==> src/rtl/spc_pkg.sv <==
// Constants, types and helpers shared by the preamble codec files
package spc_pkg;
    localparam int SPC_PAY_W = 28;
    localparam int SPC_BUF_DEPTH = 2;
    localparam logic [5:0] SPC_POS_FIRST = 6'h00;
    localparam logic [5:0] SPC_POS_DATA = 6'h08;
    localparam logic [4:0] SPC_SLOT_DATA = 5'h04;
    localparam logic [2:0] SPC_PRE_LAST = 3'h7;
    localparam logic [7:0] SPC_FRAME_FIRST = 8'h00;
    localparam logic [7:0] SPC_FRAME_LAST = 8'hbf;
    localparam logic [5:0] SPC_RX_LAST = 6'h37;
    localparam logic SPC_LINE_RST = 1'b0;
    // Patterns for a preceding line state of 0; invert for 1
    localparam logic [7:0] SPC_PRE_X = 8'he2;
    localparam logic [7:0] SPC_PRE_Y = 8'he4;
    localparam logic [7:0] SPC_PRE_Z = 8'he8;

    typedef enum logic [1:0] {SPC_KIND_X, SPC_KIND_Y, SPC_KIND_Z} spc_kind_t;
    typedef enum logic {SPC_RX_HUNT, SPC_RX_DATA} spc_rx_st_t;

    function automatic logic [7:0] spc_pattern(input spc_kind_t k);
        case (k)
            SPC_KIND_X: return SPC_PRE_X;
            SPC_KIND_Y: return SPC_PRE_Y;
            default: return SPC_PRE_Z;
        endcase
    endfunction

    // True when 8 states plus the one before could be legal bi-phase mark
    function automatic logic spc_bmc_legal(input logic [8:0] w);
        logic even_ok;
        logic odd_ok;
        even_ok = (w[8] != w[7]) && (w[6] != w[5]) && (w[4] != w[3]) &&
                  (w[2] != w[1]);
        odd_ok = (w[7] != w[6]) && (w[5] != w[4]) && (w[3] != w[2]) &&
                 (w[1] != w[0]);
        return even_ok || odd_ok;
    endfunction
endpackage

==> src/rtl/spc_stream_if.sv <==
// Valid/ready word carrier between the codec's own modules
`timescale 1ns/1ns
interface spc_stream_if #(parameter int W = 28);
    logic valid;
    logic ready;
    logic [W-1:0] data;
    modport src (output valid, output data, input ready);
    modport snk (input valid, input data, output ready);
endinterface

==> src/rtl/spc_buf2.sv <==
// Two-entry word buffer with valid/ready on both sides
`timescale 1ns/1ns
module spc_buf2
    import spc_pkg::*;
(
    // Clock and reset
    input wire logic i_clk,
    input wire logic i_sys_rst,
    // Filling and draining sides
    spc_stream_if.snk s_in,
    spc_stream_if.src s_out
);
    logic [SPC_PAY_W-1:0] mem_q [SPC_BUF_DEPTH];
    logic [SPC_PAY_W-1:0] mem_d [SPC_BUF_DEPTH];
    logic wr_q, wr_d, rd_q, rd_d;
    logic [1:0] cnt_q, cnt_d;
    logic push, pop;

    assign s_in.ready = (cnt_q != 2'(SPC_BUF_DEPTH));
    assign s_out.valid = (cnt_q != 2'h0);
    assign s_out.data = mem_q[rd_q];
    assign push = s_in.valid && s_in.ready;
    assign pop = s_out.valid && s_out.ready;

    always_comb begin
        mem_d = mem_q;
        wr_d = wr_q;
        rd_d = rd_q;
        cnt_d = cnt_q;
        if (push) begin
            mem_d[wr_q] = s_in.data;
            wr_d = ~wr_q;
        end
        if (pop) begin
            rd_d = ~rd_q;
        end
        case ({push, pop})
            2'b10: cnt_d = cnt_q + 2'h1;
            2'b01: cnt_d = cnt_q - 2'h1;
            default: cnt_d = cnt_q;
        endcase
    end

    always_ff @(posedge i_clk or posedge i_sys_rst) begin
        if (i_sys_rst) begin
            mem_q[0] <= '0;
            mem_q[1] <= '0;
            wr_q <= 1'b0;
            rd_q <= 1'b0;
            cnt_q <= 2'h0;
        end else begin
            mem_q <= mem_d;
            wr_q <= wr_d;
            rd_q <= rd_d;
            cnt_q <= cnt_d;
        end
    end
endmodule

==> src/rtl/spc_codec.sv <==
// Preamble generator and detector for a bi-phase mark audio line
`timescale 1ns/1ns
// Functional notes
// - Preamble fills slots 0 to 3 as eight states, two per slot.
// - First preamble state opposes the last parity state.
// - Preceding 0 gives X 11100010, Y 11100100, Z 11101000.
// - Preceding 1 gives the inverted patterns 00011101, 00011011, 00010111.
// - Preambles break bi-phase coding, so violations mark sync.
// - Preambles differ from legal bi-phase; detector rejects legal sequences.
// - First subframe carries X, and Z once every 192 frames.
// - Second subframe always carries Y.
// - Slots 4 to 31 use bi-phase mark with boundary toggles.
module spc_codec
    import spc_pkg::*;
(
    // Clock and reset
    input wire logic i_clk,
    input wire logic i_sys_rst,
    // Transmit payload, slots 4 to 31, slot 4 in bit 0
    input wire logic i_tx_valid,
    input wire logic [SPC_PAY_W-1:0] i_tx_data,
    output logic o_tx_ready,
    // Transmit line
    output logic o_tx_line,
    output spc_kind_t o_tx_kind,
    output logic o_tx_underrun,
    // Receive line
    input wire logic i_rx_line,
    // Receive results
    output logic o_rx_sync,
    output spc_kind_t o_rx_sync_kind,
    output logic o_rx_valid,
    output logic [SPC_PAY_W-1:0] o_rx_data,
    output spc_kind_t o_rx_kind,
    output logic o_rx_code_err
);
    spc_stream_if #(.W(SPC_PAY_W)) s_in ();
    spc_stream_if #(.W(SPC_PAY_W)) s_out ();

    assign s_in.valid = i_tx_valid;
    assign s_in.data = i_tx_data;
    assign o_tx_ready = s_in.ready;

    // Up to two words wait here, so a source stall starves a subframe edge only once both are sent
    spc_buf2 u_buf (
        .i_clk(i_clk),
        .i_sys_rst(i_sys_rst),
        .s_in(s_in),
        .s_out(s_out)
    );

    // ---------------- Transmit ----------------
    logic [5:0] pos_q, pos_d;
    logic sub_q, sub_d;
    logic [7:0] frame_q, frame_d;
    logic [SPC_PAY_W-1:0] word_q, word_d;
    logic [7:0] pre_q, pre_d;
    logic line_q, line_d;
    logic under_q, under_d;
    spc_kind_t kind_q, kind_d, cur_kind;
    logic [7:0] pat;
    logic [4:0] bit_idx;

    // Ready only at a subframe start: one word per 64 states
    assign s_out.ready = (pos_q == SPC_POS_FIRST);
    assign bit_idx = pos_q[5:1] - SPC_SLOT_DATA;

    always_comb begin
        if (!sub_q) begin
            cur_kind = (frame_q == SPC_FRAME_FIRST) ? SPC_KIND_Z : SPC_KIND_X;
        end else begin
            cur_kind = SPC_KIND_Y;
        end
        // base patterns, inverted after a high state
        pat = spc_pattern(cur_kind) ^ {8{line_q}};
    end

    always_comb begin
        pos_d = pos_q + 6'h01;
        sub_d = sub_q;
        frame_d = frame_q;
        word_d = word_q;
        pre_d = pre_q;
        kind_d = kind_q;
        under_d = 1'b0;
        if (pos_q == SPC_POS_FIRST) begin
            // first state opposes parity end via pattern choice
            pre_d = pat;
            line_d = pat[7];
            kind_d = cur_kind;
            sub_d = ~sub_q;
            if (sub_q) begin
                frame_d = (frame_q == SPC_FRAME_LAST) ? SPC_FRAME_FIRST :
                          frame_q + 8'h01;
            end
            // An empty buffer sends a zero word, which keeps even parity
            if (s_out.valid) begin
                word_d = s_out.data;
            end else begin
                word_d = '0;
                under_d = 1'b1;
            end
        end else if (pos_q < SPC_POS_DATA) begin
            line_d = pre_q[SPC_PRE_LAST - pos_q[2:0]];
        end else if (!pos_q[0]) begin
            line_d = ~line_q;
        end else begin
            line_d = word_q[bit_idx] ? ~line_q : line_q;
        end
    end

    always_ff @(posedge i_clk or posedge i_sys_rst) begin
        if (i_sys_rst) begin
            pos_q <= SPC_POS_FIRST;
            sub_q <= 1'b0;
            frame_q <= SPC_FRAME_FIRST;
            word_q <= '0;
            pre_q <= 8'h00;
            line_q <= SPC_LINE_RST;
            kind_q <= SPC_KIND_X;
            under_q <= 1'b0;
        end else begin
            pos_q <= pos_d;
            sub_q <= sub_d;
            frame_q <= frame_d;
            word_q <= word_d;
            pre_q <= pre_d;
            line_q <= line_d;
            kind_q <= kind_d;
            under_q <= under_d;
        end
    end

    assign o_tx_line = line_q;
    assign o_tx_kind = kind_q;
    assign o_tx_underrun = under_q;

    // ---------------- Receive ----------------
    spc_rx_st_t st_q, st_d;
    logic [8:0] win_q, win_d;
    logic [5:0] cnt_q, cnt_d;
    logic [SPC_PAY_W-1:0] shf_q, shf_d;
    logic err_q, err_d;
    spc_kind_t hk_q, hk_d, hit_kind;
    logic hit, match;
    logic sync_q, sync_d, val_q, val_d;
    logic [SPC_PAY_W-1:0] data_q, data_d;
    spc_kind_t rk_q, rk_d;
    logic rerr_q, rerr_d;

    always_comb begin
        match = 1'b1;
        hit_kind = SPC_KIND_X;
        if (win_q[7:0] == (SPC_PRE_X ^ {8{win_q[8]}})) begin
            hit_kind = SPC_KIND_X;
        end else if (win_q[7:0] == (SPC_PRE_Y ^ {8{win_q[8]}})) begin
            hit_kind = SPC_KIND_Y;
        end else if (win_q[7:0] == (SPC_PRE_Z ^ {8{win_q[8]}})) begin
            hit_kind = SPC_KIND_Z;
        end else begin
            match = 1'b0;
        end
        // legal bi-phase windows are never taken
        hit = (st_q == SPC_RX_HUNT) && match && !spc_bmc_legal(win_q);
    end

    always_comb begin
        win_d = {win_q[7:0], i_rx_line};
        st_d = st_q;
        cnt_d = cnt_q;
        shf_d = shf_q;
        err_d = err_q;
        hk_d = hk_q;
        sync_d = 1'b0;
        val_d = 1'b0;
        data_d = data_q;
        rk_d = rk_q;
        rerr_d = rerr_q;
        case (st_q)
            SPC_RX_HUNT: begin
                if (hit) begin
                    st_d = SPC_RX_DATA;
                    cnt_d = 6'h00;
                    err_d = 1'b0;
                    hk_d = hit_kind;
                    sync_d = 1'b1;
                end
            end
            SPC_RX_DATA: begin
                cnt_d = cnt_q + 6'h01;
                if (!cnt_q[0]) begin
                    // missing boundary toggle is a code error
                    if (win_q[0] == win_q[1]) begin
                        err_d = 1'b1;
                    end
                end else begin
                    shf_d = {win_q[0] ^ win_q[1], shf_q[SPC_PAY_W-1:1]};
                end
                if (cnt_q == SPC_RX_LAST) begin
                    st_d = SPC_RX_HUNT;
                    val_d = 1'b1;
                    data_d = shf_d;
                    rk_d = hk_q;
                    rerr_d = err_d;
                end
            end
            default: st_d = SPC_RX_HUNT;
        endcase
    end

    always_ff @(posedge i_clk or posedge i_sys_rst) begin
        if (i_sys_rst) begin
            st_q <= SPC_RX_HUNT;
            win_q <= 9'h000;
            cnt_q <= 6'h00;
            shf_q <= '0;
            err_q <= 1'b0;
            hk_q <= SPC_KIND_X;
            sync_q <= 1'b0;
            val_q <= 1'b0;
            data_q <= '0;
            rk_q <= SPC_KIND_X;
            rerr_q <= 1'b0;
        end else begin
            st_q <= st_d;
            win_q <= win_d;
            cnt_q <= cnt_d;
            shf_q <= shf_d;
            err_q <= err_d;
            hk_q <= hk_d;
            sync_q <= sync_d;
            val_q <= val_d;
            data_q <= data_d;
            rk_q <= rk_d;
            rerr_q <= rerr_d;
        end
    end

    assign o_rx_sync = sync_q;
    assign o_rx_sync_kind = hk_q;
    assign o_rx_valid = val_q;
    assign o_rx_data = data_q;
    assign o_rx_kind = rk_q;
    assign o_rx_code_err = rerr_q;
endmodule

==> config.mk <==
export PLATFORM = sky130hd
export DESIGN_NAME = spc_codec
export DESIGN_NICKNAME = d
export VERILOG_FILES = /design/src/rtl/spc_pkg.sv /design/src/rtl/spc_stream_if.sv /design/src/rtl/spc_buf2.sv /design/src/rtl/spc_codec.sv
export SDC_FILE = /design/constraint.sdc
export NUM_CORES = 1
export LEC_CHECK = 0
export BUFFER_PORTS_ARGS = -buffer_cell sky130_fd_sc_hd__buf_4
export CAP_MARGIN = 15
export CELL_PAD_IN_SITES_DETAIL_PLACEMENT = 0
export CELL_PAD_IN_SITES_GLOBAL_PLACEMENT = 1
export CORE_MARGIN = 4
export CORE_UTILIZATION = 35
export DETAILED_ROUTE_END_ITERATION = 6
export PLACE_DENSITY = 0.75
export SLEW_MARGIN = 40
export SYNTH_ARGS = -nofsm -noshare
export SYNTH_HDL_FRONTEND = slang
export SYNTH_SLANG_ARGS = --single-unit
==> constraint.sdc <==
create_clock -name i_clk -period 6 [get_ports i_clk]
set_input_delay 0.6 -clock i_clk [delete_from_list [all_inputs] [get_ports i_clk]]
set_output_delay 0.6 -clock i_clk [all_outputs]
set_load 0.03 [all_outputs]
# [Yosys cells after proc, flatten, opt, wreduce, memory -nomap -nowiden]
# Index checks and enable logic that the tools add are counted.
[word_totals] reg_bits=195 output_inout_bits=40 elab_cells=129 input_bits=32
[classes] bitwise_logic=10 eq_ne=20 addsub=7 magnitude_cmp=6 n_reduce_logical=21 n_mux=41
[op_table] cell="$mux W28" n=6
[op_table] cell="$bwmux W56" n=1
[op_table] cell="$demux W28 S1" n=1
[op_table] cell="$eq A8 B8 Y1" n=3
[op_table] cell="$mux W1" n=19
[op_table] cell="$add A6 B1 Y6 const B" n=2
[op_table] cell="$pmux W6 S2" n=1
[op_table] cell="$logic_and A1 B1 Y1" n=11
[op_table] cell="$mux W2" n=5
[op_table] cell="$add A8 B1 Y8 const B" n=1
[op_table] cell="$eq A8 B8 Y1 const B" n=1
[op_table] cell="$logic_not A8 Y1" n=1
[op_table] cell="$mux W8" n=1
[op_table] cell="$ne A1 B1 Y1" n=8
[op_table] cell="$pmux W4 S2" n=1
[op_table] cell="$xor A8 B8 Y8" n=1
[op_table] cell="$eq A6 B6 Y1 const B" n=1
[op_table] cell="$logic_not A6 Y1" n=1
[op_table] cell="$lt A5 B6 Y1 const B" n=1
[op_table] cell="$lt A6 B4 Y1 const B" n=1
[op_table] cell="$mux W6" n=1
[op_table] cell="$reduce_and A2 Y1" n=3
[op_table] cell="$bmux W1 S5" n=1
[op_table] cell="$not A1 Y1" n=5
[op_table] cell="22 further kinds" n=28

# [Depth between registers and ports, before layout]
[logic_depth] depth_word=9 depth_mapped=12 depth_no_buf=10

# [Modules after synthesis]
# Synthesis repeated with hierarchy kept, for this count alone.
[hier_totals] hier_cells=703 hier_area_um2=8670.8
[by_module_without_submodules] module="spc_codec" instances=1 seq_area_each_um2=3303.2 cells_per_inst=536 area_each_um2=5910.7
[by_module_without_submodules] module="spc_buf2" instances=1 seq_area_each_um2=1501.4 cells_per_inst=167 area_each_um2=2760.1

# [Least setup slack after synthesis]
# Ideal clock, no wire load.
[synth_path] path_type="register to register" startpoint="reg pos_q[1]" endpoint="reg u_buf.cnt_q[1]" arrival_ns=2.390 slack_ns=3.531 stages_incl_launch_ff=12 required_time_ns=5.921 setup_ns=0.079 synth_period_minus_slack_ns=2.469 n_path_buf=2 cell_sequence="dfrtp_1 > clkbuf_1 > inv_1 > ha_1 > nor2b_1 > and2_1 > o21ai_0 > clkbuf_1 > inv_1 > ha_1 > nor2_1 > xor2_1"
[synth_between] elab_chain_len=4 elab_cells_between_ends=6 classes_between="eq/ne (2); mux (1); reduce/logical (3)"
[synth_rtl] item="from (decl)" line="spc_codec.sv:53" rtl="logic [5:0] pos_q, pos_d;"
[synth_rtl] item="from (signal assigned)" line="spc_codec.sv:123" rtl="pos_q <= pos_d;"
[synth_rtl] item="$logic_not A6 Y1 (*)" line="spc_codec.sv:65" rtl="assign s_out.ready = (pos_q == SPC_POS_FIRST);"
[synth_rtl] item="$logic_and A1 B1 Y1 (*)" line="spc_buf2.sv:23" rtl="assign pop = s_out.valid && s_out.ready;"
[synth_rtl] item="net u_buf.pop" line="spc_buf2.sv:17" rtl="logic push, pop;"
[synth_rtl] item="$eq A2 B1 Y1 or $eq A2 B2 Y1 (tied branches)" line="spc_buf2.sv:37" rtl="case ({push, pop})"
[synth_rtl] item="$pmux W2 S2 or $reduce_bool A2 Y1 (tied branches)"
[synth_rtl] item="to (signal assigned)" line="spc_buf2.sv:55" rtl="cnt_q <= cnt_d;"
[synth_rtl] item="to (decl)" line="spc_buf2.sv:16" rtl="logic [1:0] cnt_q, cnt_d;"
# The timed path passes the listed nets; every way through them passes the cells marked *.
# A chain may end at the register's enable or synchronous reset.

# [Worst setup path in the final report]
# Same ends and word-level chain as after synthesis.

==> metrics.md <==
| Metric | Value |
|---|---|
| Status | `completed` |
| Area of the core | `23400 µm²` |
| Critical path peak fanout | `30` |
| Endpoints failing setup | `0` |
| Initial core utilization | `35.5%` |
| Share of cells above drive strength 1 | `29.0%` |
| Drt pass-1 iters | `4` |
| Nets@finish | `775` |
| DP Cell Count | `1035` |
| Root Driver | `clkbuf_16` |
| Largest net degree at the start of global routing | `128` |
| Inserted Diodes | `0` |
| CP Class | `reg2reg` |
| Setup WS post-layout | `3430 ps` |
| Yosys top cell area share | `57.8%` |
| Top cells by count, synth | `dfrtp_1, nand2_1, mux2_2, o21ai_0, mux2i_1` |
| Drt via density | `4.79` |
| Clock transition at path regs | `70 ps` |
| Unrepaired setup endpoints after global routing | `no` |
| CP arrival | `2920 ps` |
| Setup Fix Bufs, Post-CTS | `0` |
| Overall Power | `3.50 mW` |
| Clock Latency Late Sink | `430 ps` |
| Final hold vios | `0` |
| Via count | `5102` |
| EDFF count, synth | `0` |
| Pwr Density | `358 nW/µm²` |
| Final wirelength | `15.7 mm` |
| Post-synthesis sequential area ratio | `57.8%` |
| Yosys warning total | `0` |
| Cts hold-fix bufs | `0` |
| TritonCTS Buffers | `17` |
| Worst setup SP type | `flip-flop` |
| # IOs | `72` |
| Initial DRC Count | `247` |
| Most common cell in the netlist | `dfrtp_1` |
| Met1 Use GR | `16.7%` |
| Worst slew pin tran | `715 ps` |
| CTS max path bufs | `2` |
| Met2 Resource Use GR | `19.8%` |
| DIE WIDTH | `162 µm` |
| Synth unique cells | `56` |
| Cell Area, Placed | `9150 µm²` |
| Area leader, netlist | `dfrtp_1` |
| Gpl congestion | `0.728` |
| Worst Path Required | `6350 ps` |
| Post-Layout Cell Count | `1066` |
| HPWL Detailed | `10.2 mm` |
| Vias in the first global route | `5357` |
| Max_cap viols | `0` |
| Drt wl/cell | `14.7 µm` |
| Clock sinks | `192` |
| CP max-delay cell | `dfrtp_1` |
| First-pass GRT wire length | `26.7 mm` |
| Max Clk Rate | `0.390 GHz` |
| Ys async rst share | `100%` |
| Main combinational cell family by area after synthesis | `multiplexers` |
| CTS tree | `done` |
| Setup WS pre-CTS | `3400 ps` |
| Leakage | `4.38 nW` |
| Die outline area | `26300 µm²` |
| Gr usage total | `12.6%` |
| Avg Cell Area, Syn | `12.3 µm²` |
| Xor-xnor portion of the synthesized cell area | `2.52%` |
| Post-synthesis mux area share | `20.6%` |
| Synth Cell Area | `8310 µm²` |
| Setup Skew | `9.73 ps` |
| Grt peak-use layer | `met2` |
| Final period util | `42.8%` |
| Synth-to-layout area growth | `17.4%` |
| Critical path, cell by cell | `inv_1, ha_1, nor2b_1, and2_1, o21ai_4, inv_1, ha_1, nor2_1, xor2_1` |
| Die height | `162 µm` |
| Family with the most delay on the worst path | `flip-flops` |
| DRC | `0` |
| Fin crit period | `2570 ps` |
| Met3 GRT Util | `3.83%` |
| Gates resized, CTS repair | `0` |
| Max transition margin | `52.2%` |
| H-tree levels | `4` |
| Post-Synth Adder-Cell Area | `1.20%` |
| #FFs+latches synth | `192` |
| Synth area leaders | `dfrtp_1, mux2_2, mux2i_1, o21ai_0, nand2_1` |
| Fillers | `2288` |
| Num rows | `56` |
| Crit path largest cell delay | `640 ps` |
| Worst min-delay path class | `in2async` |
| Peak VDD IR | `0.177 mV` |
| CP endpoint kind | `flip-flop` |
| Top_reg_cell synth | `dfrtp_1` |
| Total grt overflow | `0` |
| Post-synthesis simple-gate area fraction | `8.61%` |
| Compound-cell area share of the yosys netlist | `6.49%` |
| Cells after Synth | `676` |
| Setup tns final | `0 ps` |
| Max-slew violations | `0` |
| Antenna violations before repair | `0` |
| Critical path buffer and inverter count | `2` |
| Synth Net Count | `716` |
| I/O Buffers | `71` |
| Fin area | `9750 µm²` |
| Remaining antenna violation count | `0` |
[metrics by stage]
step / hold WS (ps) / utilization, %
detailed placement: 381 / 39.1
finish: 254 / 41.7
floorplan: 352 / -
global route: 251 / 41.7
global placement: 377 / 39.0
CTS: 250 / 41.7
[cells by family (layout without fill, tap and decap cells)]
| group | Yosys count | after routing |
|---|---|---|
| AOI/OAI and AO/OA | 97 | 97 |
| xor gates and xnor gates | 23 | 23 |
| adders and majority gates | 8 | 8 |
| buffers and inverters | 53 | 124 |
| DFF | 192 | 192 |
| muxes | 153 | 153 |
| and+or+nand+nor | 150 | 150 |
[flip-flops by register name, summed over array words and instances (netlist names), 5 cells and up]
signal and flops:
cnt_q 6, frame_q 8, o_rx_data 28, pos_q 6
pre_q 5, shf_q 28, u_buf.mem_q 56, win_q 9
word_q 28
[layer usage]
| layer | part of all wire, % | routed length (µm) | up-vias |
|---|---|---|---|
| met5 | 0 | 0 | - |
| met4 | 1.3 | 203 | 0 |
| met3 | 5.4 | 842 | 16 |
| met2 | 47 | 7320 | 85 |
| met1 | 47 | 7340 | 2524 |
| li1 | - | - | 2477 |
[final timing paths]
check                                   start                         end  slack [ps]  cells past startpoint
setup / recovery           pos_q[1]$_DFF_PP0_  u_buf.cnt_q[1]$_DFFE_PP0P_        3430                      9
hold / removal                      i_sys_rst  u_buf.mem_q[8]$_DFFE_PP0P_         250                      2
setup reg to reg           pos_q[1]$_DFF_PP0_  u_buf.cnt_q[1]$_DFFE_PP0P_        3430                      9
hold reg to reg            win_q[5]$_DFF_PP0_          win_q[6]$_DFF_PP0_         390                      0
max in group asynchronous           i_sys_rst         o_rx_sync$_DFF_PP0_        4780                      3
min in group i_clk                  i_rx_line          win_q[0]$_DFF_PP0_         270                      1
[placed cells by master (no fill, tap or decap), types with 3 or more instances in the layout]
| cell type | Yosys | layout |
|---|---|---|
| dfrtp_1 | 192 | 192 |
| nand2_1 | 90 | 89 |
| nor2b_1 | 4 | 4 |
| ha_1 | 8 | 8 |
| o21ai_1 | 3 | 3 |
| inv_6 | 0 | 4 |
| nand4_1 | 5 | 5 |
| nor2_1 | 15 | 15 |
| o21ai_0 | 73 | 72 |
| nand3_1 | 9 | 9 |
| a21oi_1 | 5 | 5 |
| buf_4 | 2 | 77 |
| inv_8 | 0 | 3 |
| inv_1 | 15 | 14 |
| mux4_2 | 6 | 6 |
| xor2_1 | 6 | 6 |
| mux2i_1 | 60 | 60 |
| nand4b_1 | 4 | 4 |
| xnor2_1 | 16 | 16 |
| mux2_2 | 86 | 86 |
| clkbuf_16 | 0 | 17 |
[final cells by class]
class,count,area [µm²],share of cell area (%)
clock buffers,19,453,4.64
clock inverters,12,146,1.50
inverters,15,68.8,0.705
multi-input cells,431,3290,33.8
flip-flops and latches,192,4800,49.3
well taps,319,399,4.09
repair buffers,78,589,6.04
[report_power, final]
part | switching (mW) | total, mW | leakage (nW) | internal (mW)
combinational | 0.290 | 0.649 | 1.61 | 0.359
sequential | 0.146 | 1.68 | 2.48 | 1.54
clock | 0.517 | 1.16 | 0.296 | 0.648
(Power assumes the default switching activity.)
